--- src/rtl/cmp_regs_pkg.sv ---
package cmp_regs_pkg;
	localparam logic [7:0] ADDR_CMP1_CONTROL      = 8'h9A;
	localparam logic [7:0] ADDR_CMP0_CONTROL      = 8'h9B;
	localparam logic [7:0] ADDR_CMP0_MODE_SELECT  = 8'h9D;
	localparam logic [7:0] ADDR_CMP0_INPUT_SELECT = 8'h9F;
	localparam logic [7:0] ADDR_IRQ_STATUS        = 8'hA0;
	localparam logic [7:0] ADDR_IRQ_MASK          = 8'hA1;
	localparam logic [7:0] ADDR_CMP1_MODE_SELECT  = 8'hA2;
	localparam logic [7:0] RST_CONTROL            = 8'h00;
	localparam logic [7:0] RST_MODE               = 8'h02;
	localparam logic [7:0] RST_INPUT_SEL          = 8'h00;
	localparam logic [7:0] MASK_CONTROL_WR        = 8'h8F;
	localparam logic [7:0] MASK_FLAGS             = 8'h30;
	localparam logic [7:0] MASK_MODE              = 8'h33;
	localparam logic [7:0] MASK_INPUT_SEL         = 8'h77;
	localparam logic [3:0] MASK_IRQ               = 4'hF;
	localparam int         BIT_ON                 = 7;
	localparam int         BIT_RESULT             = 6;
	localparam int         BIT_RISE               = 5;
	localparam int         BIT_FALL               = 4;
	localparam int         BIT_RISE_EN            = 5;
	localparam int         BIT_FALL_EN            = 4;
	localparam int         NUM_CMP                = 2;
endpackage

--- src/rtl/edge_if.sv ---
`timescale 1ns/1ps
interface edge_if;
	logic	level;
	logic	rise;
	logic	fall;
	modport src (output level, output rise, output fall);
	modport dst (input level, input rise, input fall);
endinterface

--- src/rtl/cmp_edge_sync.sv ---
`timescale 1ns/1ps
module cmp_edge_sync (
	input  wire logic	clock,
	input  wire logic	rst_sync_n,
	input  wire logic	raw,
	edge_if.src	ev
);
	typedef struct packed {
		logic	s1;
		logic	s2;
		logic	s3;
	} st_t;
	st_t	st_r;
	st_t	st_nxt;

	always_comb begin
		st_nxt    = st_r;
		st_nxt.s1 = raw;
		st_nxt.s2 = st_r.s1;
		st_nxt.s3 = st_r.s2;
	end

	always_ff @(posedge clock or negedge rst_sync_n) begin
		if (!rst_sync_n) begin
			st_r <= '0;
		end else begin
			st_r <= st_nxt;
		end
	end

	assign ev.level = st_r.s2;
	assign ev.rise  = st_r.s2 & ~st_r.s3;
	assign ev.fall  = ~st_r.s2 & st_r.s3;
endmodule

--- src/rtl/comparator_control_regs.sv ---
`timescale 1ns/1ps
// How it works
// - Enable bit seven powers the comparator; zero keeps it off.
// - Read-only bit six shows the comparator's live output state.
// - Rising output transition sets the rising flag.
// - Falling output transition sets the falling flag.
// - Two-bit positive hysteresis code drives the core: off, 5, 10, 20 mV.
// - Two-bit negative hysteresis code in low bits drives the core likewise.
// - Bits six to four select the negative input pin, codes 0 to 4.
// - Bits two to zero select the positive input pin, codes 0 to 4.
// - Input select bits seven and three read zero, ignore writes.
// - Two-bit speed field picks response mode, 0 fastest, 3 lowest power.
// - Rising flag requests interrupt only when rising enable is one.
// - Falling flag requests interrupt only when falling enable is one.
// - Mode register resets to 0x02, upper two bits read zero.
// - Mode register bits three and two read zero, ignore writes.
// - Second comparator control register at 0x9A, same layout.
// - Edge flags stay set until software writes zero to them.
// - A disabled comparator drives its port output low.
module comparator_control_regs (
	input  wire logic	clock,
	input  wire logic	rst_n,
	input  wire logic [7:0]	addr,
	input  wire logic [7:0]	wdata,
	input  wire logic	wr_stb,
	input  wire logic	rd_stb,
	output logic [7:0]	rdata,
	input  wire logic	cmp_a_raw,
	input  wire logic	cmp_b_raw,
	output logic	cmp_a_on,
	output logic	cmp_b_on,
	output logic [1:0]	cmp_a_pos_hyst,
	output logic [1:0]	cmp_a_neg_hyst,
	output logic [1:0]	cmp_b_pos_hyst,
	output logic [1:0]	cmp_b_neg_hyst,
	output logic [2:0]	cmp_a_neg_sel,
	output logic [2:0]	cmp_a_pos_sel,
	output logic [1:0]	cmp_a_speed_sel,
	output logic [1:0]	cmp_b_speed_sel,
	output logic	cmp_a_pin_out,
	output logic	cmp_b_pin_out,
	output logic	cmp_a_irq,
	output logic	cmp_b_irq,
	output logic	irq
);
	typedef struct packed {
		logic [7:0]	ctl_a;
		logic [7:0]	ctl_b;
		logic [7:0]	mode_a;
		logic [7:0]	mode_b;
		logic [7:0]	insel_a;
		logic [3:0]	ist;
		logic [3:0]	imask;
		logic [7:0]	rdata;
		logic	pin_a;
		logic	pin_b;
		logic	irq_a;
		logic	irq_b;
		logic	irq;
	} state_t;

	state_t	st_r;
	state_t	st_nxt;
	logic	rs1_r;
	logic	rs2_r;
	logic [7:0]	ctl_a_rd;
	logic [7:0]	ctl_b_rd;
	logic	req_a;
	logic	req_b;

	always_ff @(posedge clock or negedge rst_n) begin
		if (!rst_n) begin
			rs1_r <= 1'b0;
			rs2_r <= 1'b0;
		end else begin
			rs1_r <= 1'b1;
			rs2_r <= rs1_r;
		end
	end

	edge_if	ev_a ();
	edge_if	ev_b ();

	// Raw outputs cross through two flops before edge detection
	cmp_edge_sync u_sync_a (.clock(clock), .rst_sync_n(rs2_r),
		.raw(cmp_a_raw), .ev(ev_a.src));
	cmp_edge_sync u_sync_b (.clock(clock), .rst_sync_n(rs2_r),
		.raw(cmp_b_raw), .ev(ev_b.src));

	always_comb begin
		ctl_a_rd = st_r.ctl_a;
		ctl_a_rd[cmp_regs_pkg::BIT_RESULT] = ev_a.level;
		ctl_b_rd = st_r.ctl_b;
		ctl_b_rd[cmp_regs_pkg::BIT_RESULT] = ev_b.level;
	end

	always_comb begin
		req_a = (st_r.ctl_a[cmp_regs_pkg::BIT_RISE]
			& st_r.mode_a[cmp_regs_pkg::BIT_RISE_EN])
			| (st_r.ctl_a[cmp_regs_pkg::BIT_FALL]
			& st_r.mode_a[cmp_regs_pkg::BIT_FALL_EN]);
		req_b = (st_r.ctl_b[cmp_regs_pkg::BIT_RISE]
			& st_r.mode_b[cmp_regs_pkg::BIT_RISE_EN])
			| (st_r.ctl_b[cmp_regs_pkg::BIT_FALL]
			& st_r.mode_b[cmp_regs_pkg::BIT_FALL_EN]);
	end

	always_comb begin
		st_nxt = st_r;
		st_nxt.rdata = '0;
		if (wr_stb) begin
			unique case (addr)
			cmp_regs_pkg::ADDR_CMP0_CONTROL: begin
				// Writable bits, flags only clear where zero is written
				st_nxt.ctl_a = (wdata & cmp_regs_pkg::MASK_CONTROL_WR)
					| (wdata & st_r.ctl_a & cmp_regs_pkg::MASK_FLAGS);
			end
			cmp_regs_pkg::ADDR_CMP1_CONTROL: begin
				st_nxt.ctl_b = (wdata & cmp_regs_pkg::MASK_CONTROL_WR)
					| (wdata & st_r.ctl_b & cmp_regs_pkg::MASK_FLAGS);
			end
			cmp_regs_pkg::ADDR_CMP0_MODE_SELECT: begin
				st_nxt.mode_a = wdata & cmp_regs_pkg::MASK_MODE;
			end
			cmp_regs_pkg::ADDR_CMP1_MODE_SELECT: begin
				st_nxt.mode_b = wdata & cmp_regs_pkg::MASK_MODE;
			end
			cmp_regs_pkg::ADDR_CMP0_INPUT_SELECT: begin
				st_nxt.insel_a = wdata & cmp_regs_pkg::MASK_INPUT_SEL;
			end
			cmp_regs_pkg::ADDR_IRQ_STATUS: begin
				st_nxt.ist = st_r.ist & ~wdata[3:0];
			end
			cmp_regs_pkg::ADDR_IRQ_MASK: begin
				st_nxt.imask = wdata[3:0] & cmp_regs_pkg::MASK_IRQ;
			end
			default: begin
			end
			endcase
		end
		// Hardware set wins over a same-cycle software clear
		if (ev_a.rise) st_nxt.ctl_a[cmp_regs_pkg::BIT_RISE] = 1'b1;
		if (ev_a.fall) st_nxt.ctl_a[cmp_regs_pkg::BIT_FALL] = 1'b1;
		if (ev_b.rise) st_nxt.ctl_b[cmp_regs_pkg::BIT_RISE] = 1'b1;
		if (ev_b.fall) st_nxt.ctl_b[cmp_regs_pkg::BIT_FALL] = 1'b1;
		st_nxt.ist = st_nxt.ist | {ev_b.fall, ev_b.rise, ev_a.fall, ev_a.rise};
		if (rd_stb) begin
			unique case (addr)
			cmp_regs_pkg::ADDR_CMP0_CONTROL:      st_nxt.rdata = ctl_a_rd;
			cmp_regs_pkg::ADDR_CMP1_CONTROL:      st_nxt.rdata = ctl_b_rd;
			cmp_regs_pkg::ADDR_CMP0_MODE_SELECT:  st_nxt.rdata = st_r.mode_a;
			cmp_regs_pkg::ADDR_CMP1_MODE_SELECT:  st_nxt.rdata = st_r.mode_b;
			cmp_regs_pkg::ADDR_CMP0_INPUT_SELECT: st_nxt.rdata = st_r.insel_a;
			cmp_regs_pkg::ADDR_IRQ_STATUS:        st_nxt.rdata = {4'h0, st_r.ist};
			cmp_regs_pkg::ADDR_IRQ_MASK:          st_nxt.rdata = {4'h0, st_r.imask};
			default:                              st_nxt.rdata = 8'h00;
			endcase
		end
		// Port output forced low while disabled
		st_nxt.pin_a = st_nxt.ctl_a[cmp_regs_pkg::BIT_ON] & ev_a.level;
		st_nxt.pin_b = st_nxt.ctl_b[cmp_regs_pkg::BIT_ON] & ev_b.level;
		st_nxt.irq_a = req_a;
		st_nxt.irq_b = req_b;
		st_nxt.irq   = |(st_nxt.ist & st_nxt.imask);
	end

	always_ff @(posedge clock or negedge rs2_r) begin
		if (!rs2_r) begin
			st_r         <= '0;
			st_r.ctl_a   <= cmp_regs_pkg::RST_CONTROL;
			st_r.ctl_b   <= cmp_regs_pkg::RST_CONTROL;
			st_r.mode_a  <= cmp_regs_pkg::RST_MODE;
			st_r.mode_b  <= cmp_regs_pkg::RST_MODE;
			st_r.insel_a <= cmp_regs_pkg::RST_INPUT_SEL;
		end else begin
			st_r <= st_nxt;
		end
	end

	assign rdata           = st_r.rdata;
	assign cmp_a_on        = st_r.ctl_a[7];
	assign cmp_b_on        = st_r.ctl_b[7];
	assign cmp_a_pos_hyst  = st_r.ctl_a[3:2];
	assign cmp_a_neg_hyst  = st_r.ctl_a[1:0];
	assign cmp_b_pos_hyst  = st_r.ctl_b[3:2];
	assign cmp_b_neg_hyst  = st_r.ctl_b[1:0];
	assign cmp_a_neg_sel   = st_r.insel_a[6:4];
	assign cmp_a_pos_sel   = st_r.insel_a[2:0];
	assign cmp_a_speed_sel = st_r.mode_a[1:0];
	assign cmp_b_speed_sel = st_r.mode_b[1:0];
	assign cmp_a_pin_out   = st_r.pin_a;
	assign cmp_b_pin_out   = st_r.pin_b;
	assign cmp_a_irq       = st_r.irq_a;
	assign cmp_b_irq       = st_r.irq_b;
	assign irq             = st_r.irq;

	a_flag_sticky: assert property (@(posedge clock) disable iff (!rs2_r)
		st_r.ctl_a[5] && !(wr_stb && addr == cmp_regs_pkg::ADDR_CMP0_CONTROL)
		|=> st_r.ctl_a[5]) else $error("rise flag dropped");
	a_rise_sets: assert property (@(posedge clock) disable iff (!rs2_r)
		ev_a.rise |=> st_r.ctl_a[5]) else $error("rise flag not set");
	a_fall_sets: assert property (@(posedge clock) disable iff (!rs2_r)
		ev_b.fall |=> st_r.ctl_b[4]) else $error("fall flag not set");
	a_pin_low_off: assert property (@(posedge clock) disable iff (!rs2_r)
		!cmp_a_on |-> !cmp_a_pin_out) else $error("pin high while off");
	a_mode_unused: assert property (@(posedge clock) disable iff (!rs2_r)
		(st_r.mode_a & 8'hCC) == 8'h00) else $error("mode unused set");
	a_insel_unused: assert property (@(posedge clock) disable iff (!rs2_r)
		(st_r.insel_a & 8'h88) == 8'h00) else $error("insel unused set");
	a_irq_gate: assert property (@(posedge clock) disable iff (!rs2_r)
		!st_r.mode_a[5] && !st_r.mode_a[4] |=> !cmp_a_irq)
		else $error("irq while disabled");
	a_read_ctl: assert property (@(posedge clock) disable iff (!rs2_r)
		rd_stb && addr == cmp_regs_pkg::ADDR_CMP1_CONTROL
		|=> rdata[6] == $past(ev_b.level)) else $error("bad output bit");
	c_rise_a: cover property (@(posedge clock) ev_a.rise);
	c_fall_b: cover property (@(posedge clock) ev_b.fall);
	c_irq: cover property (@(posedge clock) irq);
endmodule

--- config.mk ---
export PLATFORM = sky130hd
export DESIGN_NAME = comparator_control_regs
export DESIGN_NICKNAME = d
export VERILOG_FILES = /design/src/rtl/cmp_regs_pkg.sv /design/src/rtl/edge_if.sv /design/src/rtl/cmp_edge_sync.sv /design/src/rtl/comparator_control_regs.sv
export SDC_FILE = /design/constraint.sdc
export NUM_CORES = 1
export LEC_CHECK = 0
export ABC_AREA = 1
export CAP_MARGIN = 20
export CORE_AREA = 4 4 72 74
export CTS_CLUSTER_SIZE = 40
export DETAILED_ROUTE_END_ITERATION = 10
export DIE_AREA = 0 0 76 78
export DONT_BUFFER_PORTS = 1
export PLACE_DENSITY = 0.78
export SLEW_MARGIN = 0
export SYNTH_ARGS = -nofsm -noshare
export SYNTH_HDL_FRONTEND = slang
export SYNTH_HIERARCHICAL = 1
export SYNTH_SLANG_ARGS = --single-unit
export TNS_END_PERCENT = 30
--- constraint.sdc ---
create_clock -name clock -period 1.9 [get_ports clock]
set_input_delay 0.475 -clock clock [delete_from_list [all_inputs] [get_ports clock]]
set_output_delay 0.475 -clock clock [all_outputs]
set_load 0.005 [all_outputs]
==> results.md <==
* Layout cells sized above 1 at 14.1%
* Clk Latency, worst-skew pair at 0.34 ns
* H-Tree Depth at 3
* Initial Util at 61.5%
* Critical Path RT at 1.42 ns
* Register area at 0.00143 mm²
* Post-synth top flop: dfrtp_1
* Worst-Margin Slew at 0.518 ns
* Reg-to-Reg End: rdata[6]
* DRT iter0 DRCs at 189
* Worst hold path type: in2reg
* P&R area growth vs syn at 5.88%
* Grt met2 use at 36.1%
* GRT overflow at 0
* DR vias/cell at 5.50
* Critical path type: reg2out
* Syn_nets at 362
* Clk slew on worst S/H paths at 0.06 ns
* Nets at 351
* Total die area at 0.00593 mm²
* CTS tree: yes
* Min setup slack post-route at 0.531 ns
* Pwr dens at 951 mW/mm²
* Routability-driven placement congestion ratio at 0.918
* Fill count at 374
* VDD IR max at 0.470 mV
* Clock net sink count at 57
* Fmax at 0.731 GHz
* CP Launch Type: register
* Unique cell type count in the Yosys netlist at 25
* I/O pin cnt at 55
* Gr usage total at 23.3%
* MaxCap Viol Count at 0
* R2r setup slk at 0.89 ns
* Status: completed
* Min Tclk post-route at 1.37 ns
* DR vias at 2133
* ANT cells at 0
* DR WL/cell at 16.2 µm
* CP Launch Point: cmp_b_speed_sel[1]
* Drc violations at 0
* CP Max Fanout at 3
* Fin. Hold Viols at 0
* Crit end category: output port
* First-pass GRT wire length at 10700 µm
* CTS Buffer Depth at 2
* Synthesized cell area at 0.00283 mm²
* Hold path cells at 0
* CP Depth at 0
* Post-cts resize count at 0
* GRT Max-Usage Layer: met2
* Post-DP HPWL at 4640 µm
* Post-DP Area at 0.00274 mm²
* Root buffer cell: clkbuf_8
* Total negative slack at 0 ns
* Met1 usage at 29.6%
* Unrepaired setup endpoints after global routing: no
* Worst-case reg-to-reg path depth at 4
* Synthesized area per cell at 8.32 µm²
* Cell Rows at 25
* Number of synthesized flops with an enable pin at 0
* Total Routed Length at 6290 µm
* Period Utilization, post-route at 72.0%
* Die width at 76 µm
* Synth Instances at 340
* Final Instance Area at 0.00299 mm²
* M3 GR Usage at 6.50%
* Synth warn at 6
* Pre-CTS setup slack at 0.236 ns
* Post-synthesis register bit count at 57
* Worst Hold Launch: cmp_a_raw
* Seq/Total Area, Yosys at 50.5%
* Leakage at 0.00154 µW
* Initial antenna violation count at 0
* Core Box Area at 0.00460 mm²
* Slew headroom at 65.5%
* Max Clock Skew at 0.00832 ns
* Worst reg2reg path startpoint: u_sync_a/ev.level
* Worst Path Arrival at 0.89 ns
* Slew Limit Fails at 0
* Multi-input gate area at 986 µm²
* Detailed-router iteration count before antenna repair at 6
* Post-route ant nets at 0
* Largest net degree at the start of global routing at 33
* CTS Buf Count at 9
* Die Ht at 78 µm
* Number of global-route vias before repair at 2170
* Final setup vio count at 0
* WHS Endpoint: u_sync_a/st_nxt[1]
* PortBufs at 0
* Post-synth ARST share at 100%
layout by cell type, fill, tap and decap left out, types with 2 or more instances in the layout:
master and n:
inv_1 45, inv_2 2, nor3_1 3, o21ai_0 17
nor2_2 3, nand4_1 4, nand2_1 81, o21ai_1 12
dfstp_2 2, bufinv_16 3, nor3_4 3, dfrtp_1 54
nand2_2 5, buf_4 8, a21oi_1 5, nor2_1 25
nor2_4 5, clkbuf_8 10, nand3b_1 2, nand3_1 34
Yosys cell counts, types with 2 or more instances:
cell type  count  share of area, %
nand2_1       81                11
o21ai_0       17               3.0
dfrtp_1       55                49
nor3_4         3               1.7
nor2_1        25               3.3
nand4_1        4              0.88
nor3_1         3              0.53
buf_4         28               7.4
inv_1         45               6.0
nand3b_1       2              0.53
a21oi_1        5              0.88
inv_2          2              0.27
nor2_4         5               2.0
buf_2          3              0.53
o21ai_1       12               2.1
nor2_2         3              0.66
dfstp_2        2               1.9
nand2_2        5               1.1
nand3_1       34               6.0
cells by family (layout without fill, tap and decap cells):
family                 count (synthesis)  after routing  synth area share (%)
buffers and inverters                 79             73                  14.6
other                                  1              1                 0.133
AND/OR/NAND/NOR                      166            166                  27.9
AO/OA/AOI/OAI                         37             37                  6.86
flip-flops                            57             57                  50.5
what timing repair did:
item,4_1_cts,5_1_grt
hold buffers,1,0
setup buffers,0,0
endpoints found under the setup margin,0,0
endpoints found under the hold margin,2,0
registers in the layout, indices dropped and copies added (netlist names), 2 cells and up:
register,flops
st_r,12
cmp_a_neg_sel,3
cmp_a_neg_hyst,2
cmp_b_speed_sel,2
cmp_a_speed_sel,2
rdata,8
cmp_a_pos_hyst,2
ctl_b_rd,2
cmp_b_neg_hyst,2
ctl_a_rd,2
cmp_b_pos_hyst,2
cmp_a_pos_sel,3
metal layers:
| metal | wire length, µm | vias up |
|---|---|---|
| met5 | 0 | - |
| met4 | 157 | 0 |
| met3 | 532 | 17 |
| met2 | 2970 | 98 |
| met1 | 2630 | 993 |
| li1 | - | 1025 |
final cells by class:
cell class,count,area share [%]
Inverter,47,5.89
Sequential cell,57,47.8
Tap cell,54,2.26
Clock inverter,5,3.43
Timing Repair Buffer,10,3.01
Clock buffer,11,4.72
Multi-Input combinational cell,204,32.9
how the worst max path moves through the flow:
| stage | slack, ns | to |
|---|---|---|
| after global routing | 0.45 | st_r[42] |
| after global placement | 0.27 | st_r[41] |
| final | 0.53 | cmp_b_speed_sel[1] |
| after floorplan | 0.20 | cmp_a_irq |
| after CTS | 0.52 | cmp_b_speed_sel[1] |
| after detailed placement | 0.24 | st_r[42] |
stage by stage:
| step | power, µW | hold WS (ns) | utilization, % | instances |
|---|---|---|---|---|
| 3_3_place_gp | 1470 | 0.179 | 59.6 | 371 |
| 5_1_grt | 2950 | 0.144 | 65.1 | 388 |
| 2_1_floorplan | 1460 | 0.179 | - | 340 |
| 6_report | 2850 | 0.160 | 65.1 | 388 |
| 3_5_place_dp | 1470 | 0.179 | 59.6 | 371 |
| 4_1_cts | 2860 | 0.149 | 65.1 | 388 |
power breakdown:
part	switching (µW)	total (µW)	internal, µW
sequential	47.8	1310	1270
clock	491	1400	905
combinational	94.2	139	44.9
Note: power is estimated with default switching activity, not from simulation.
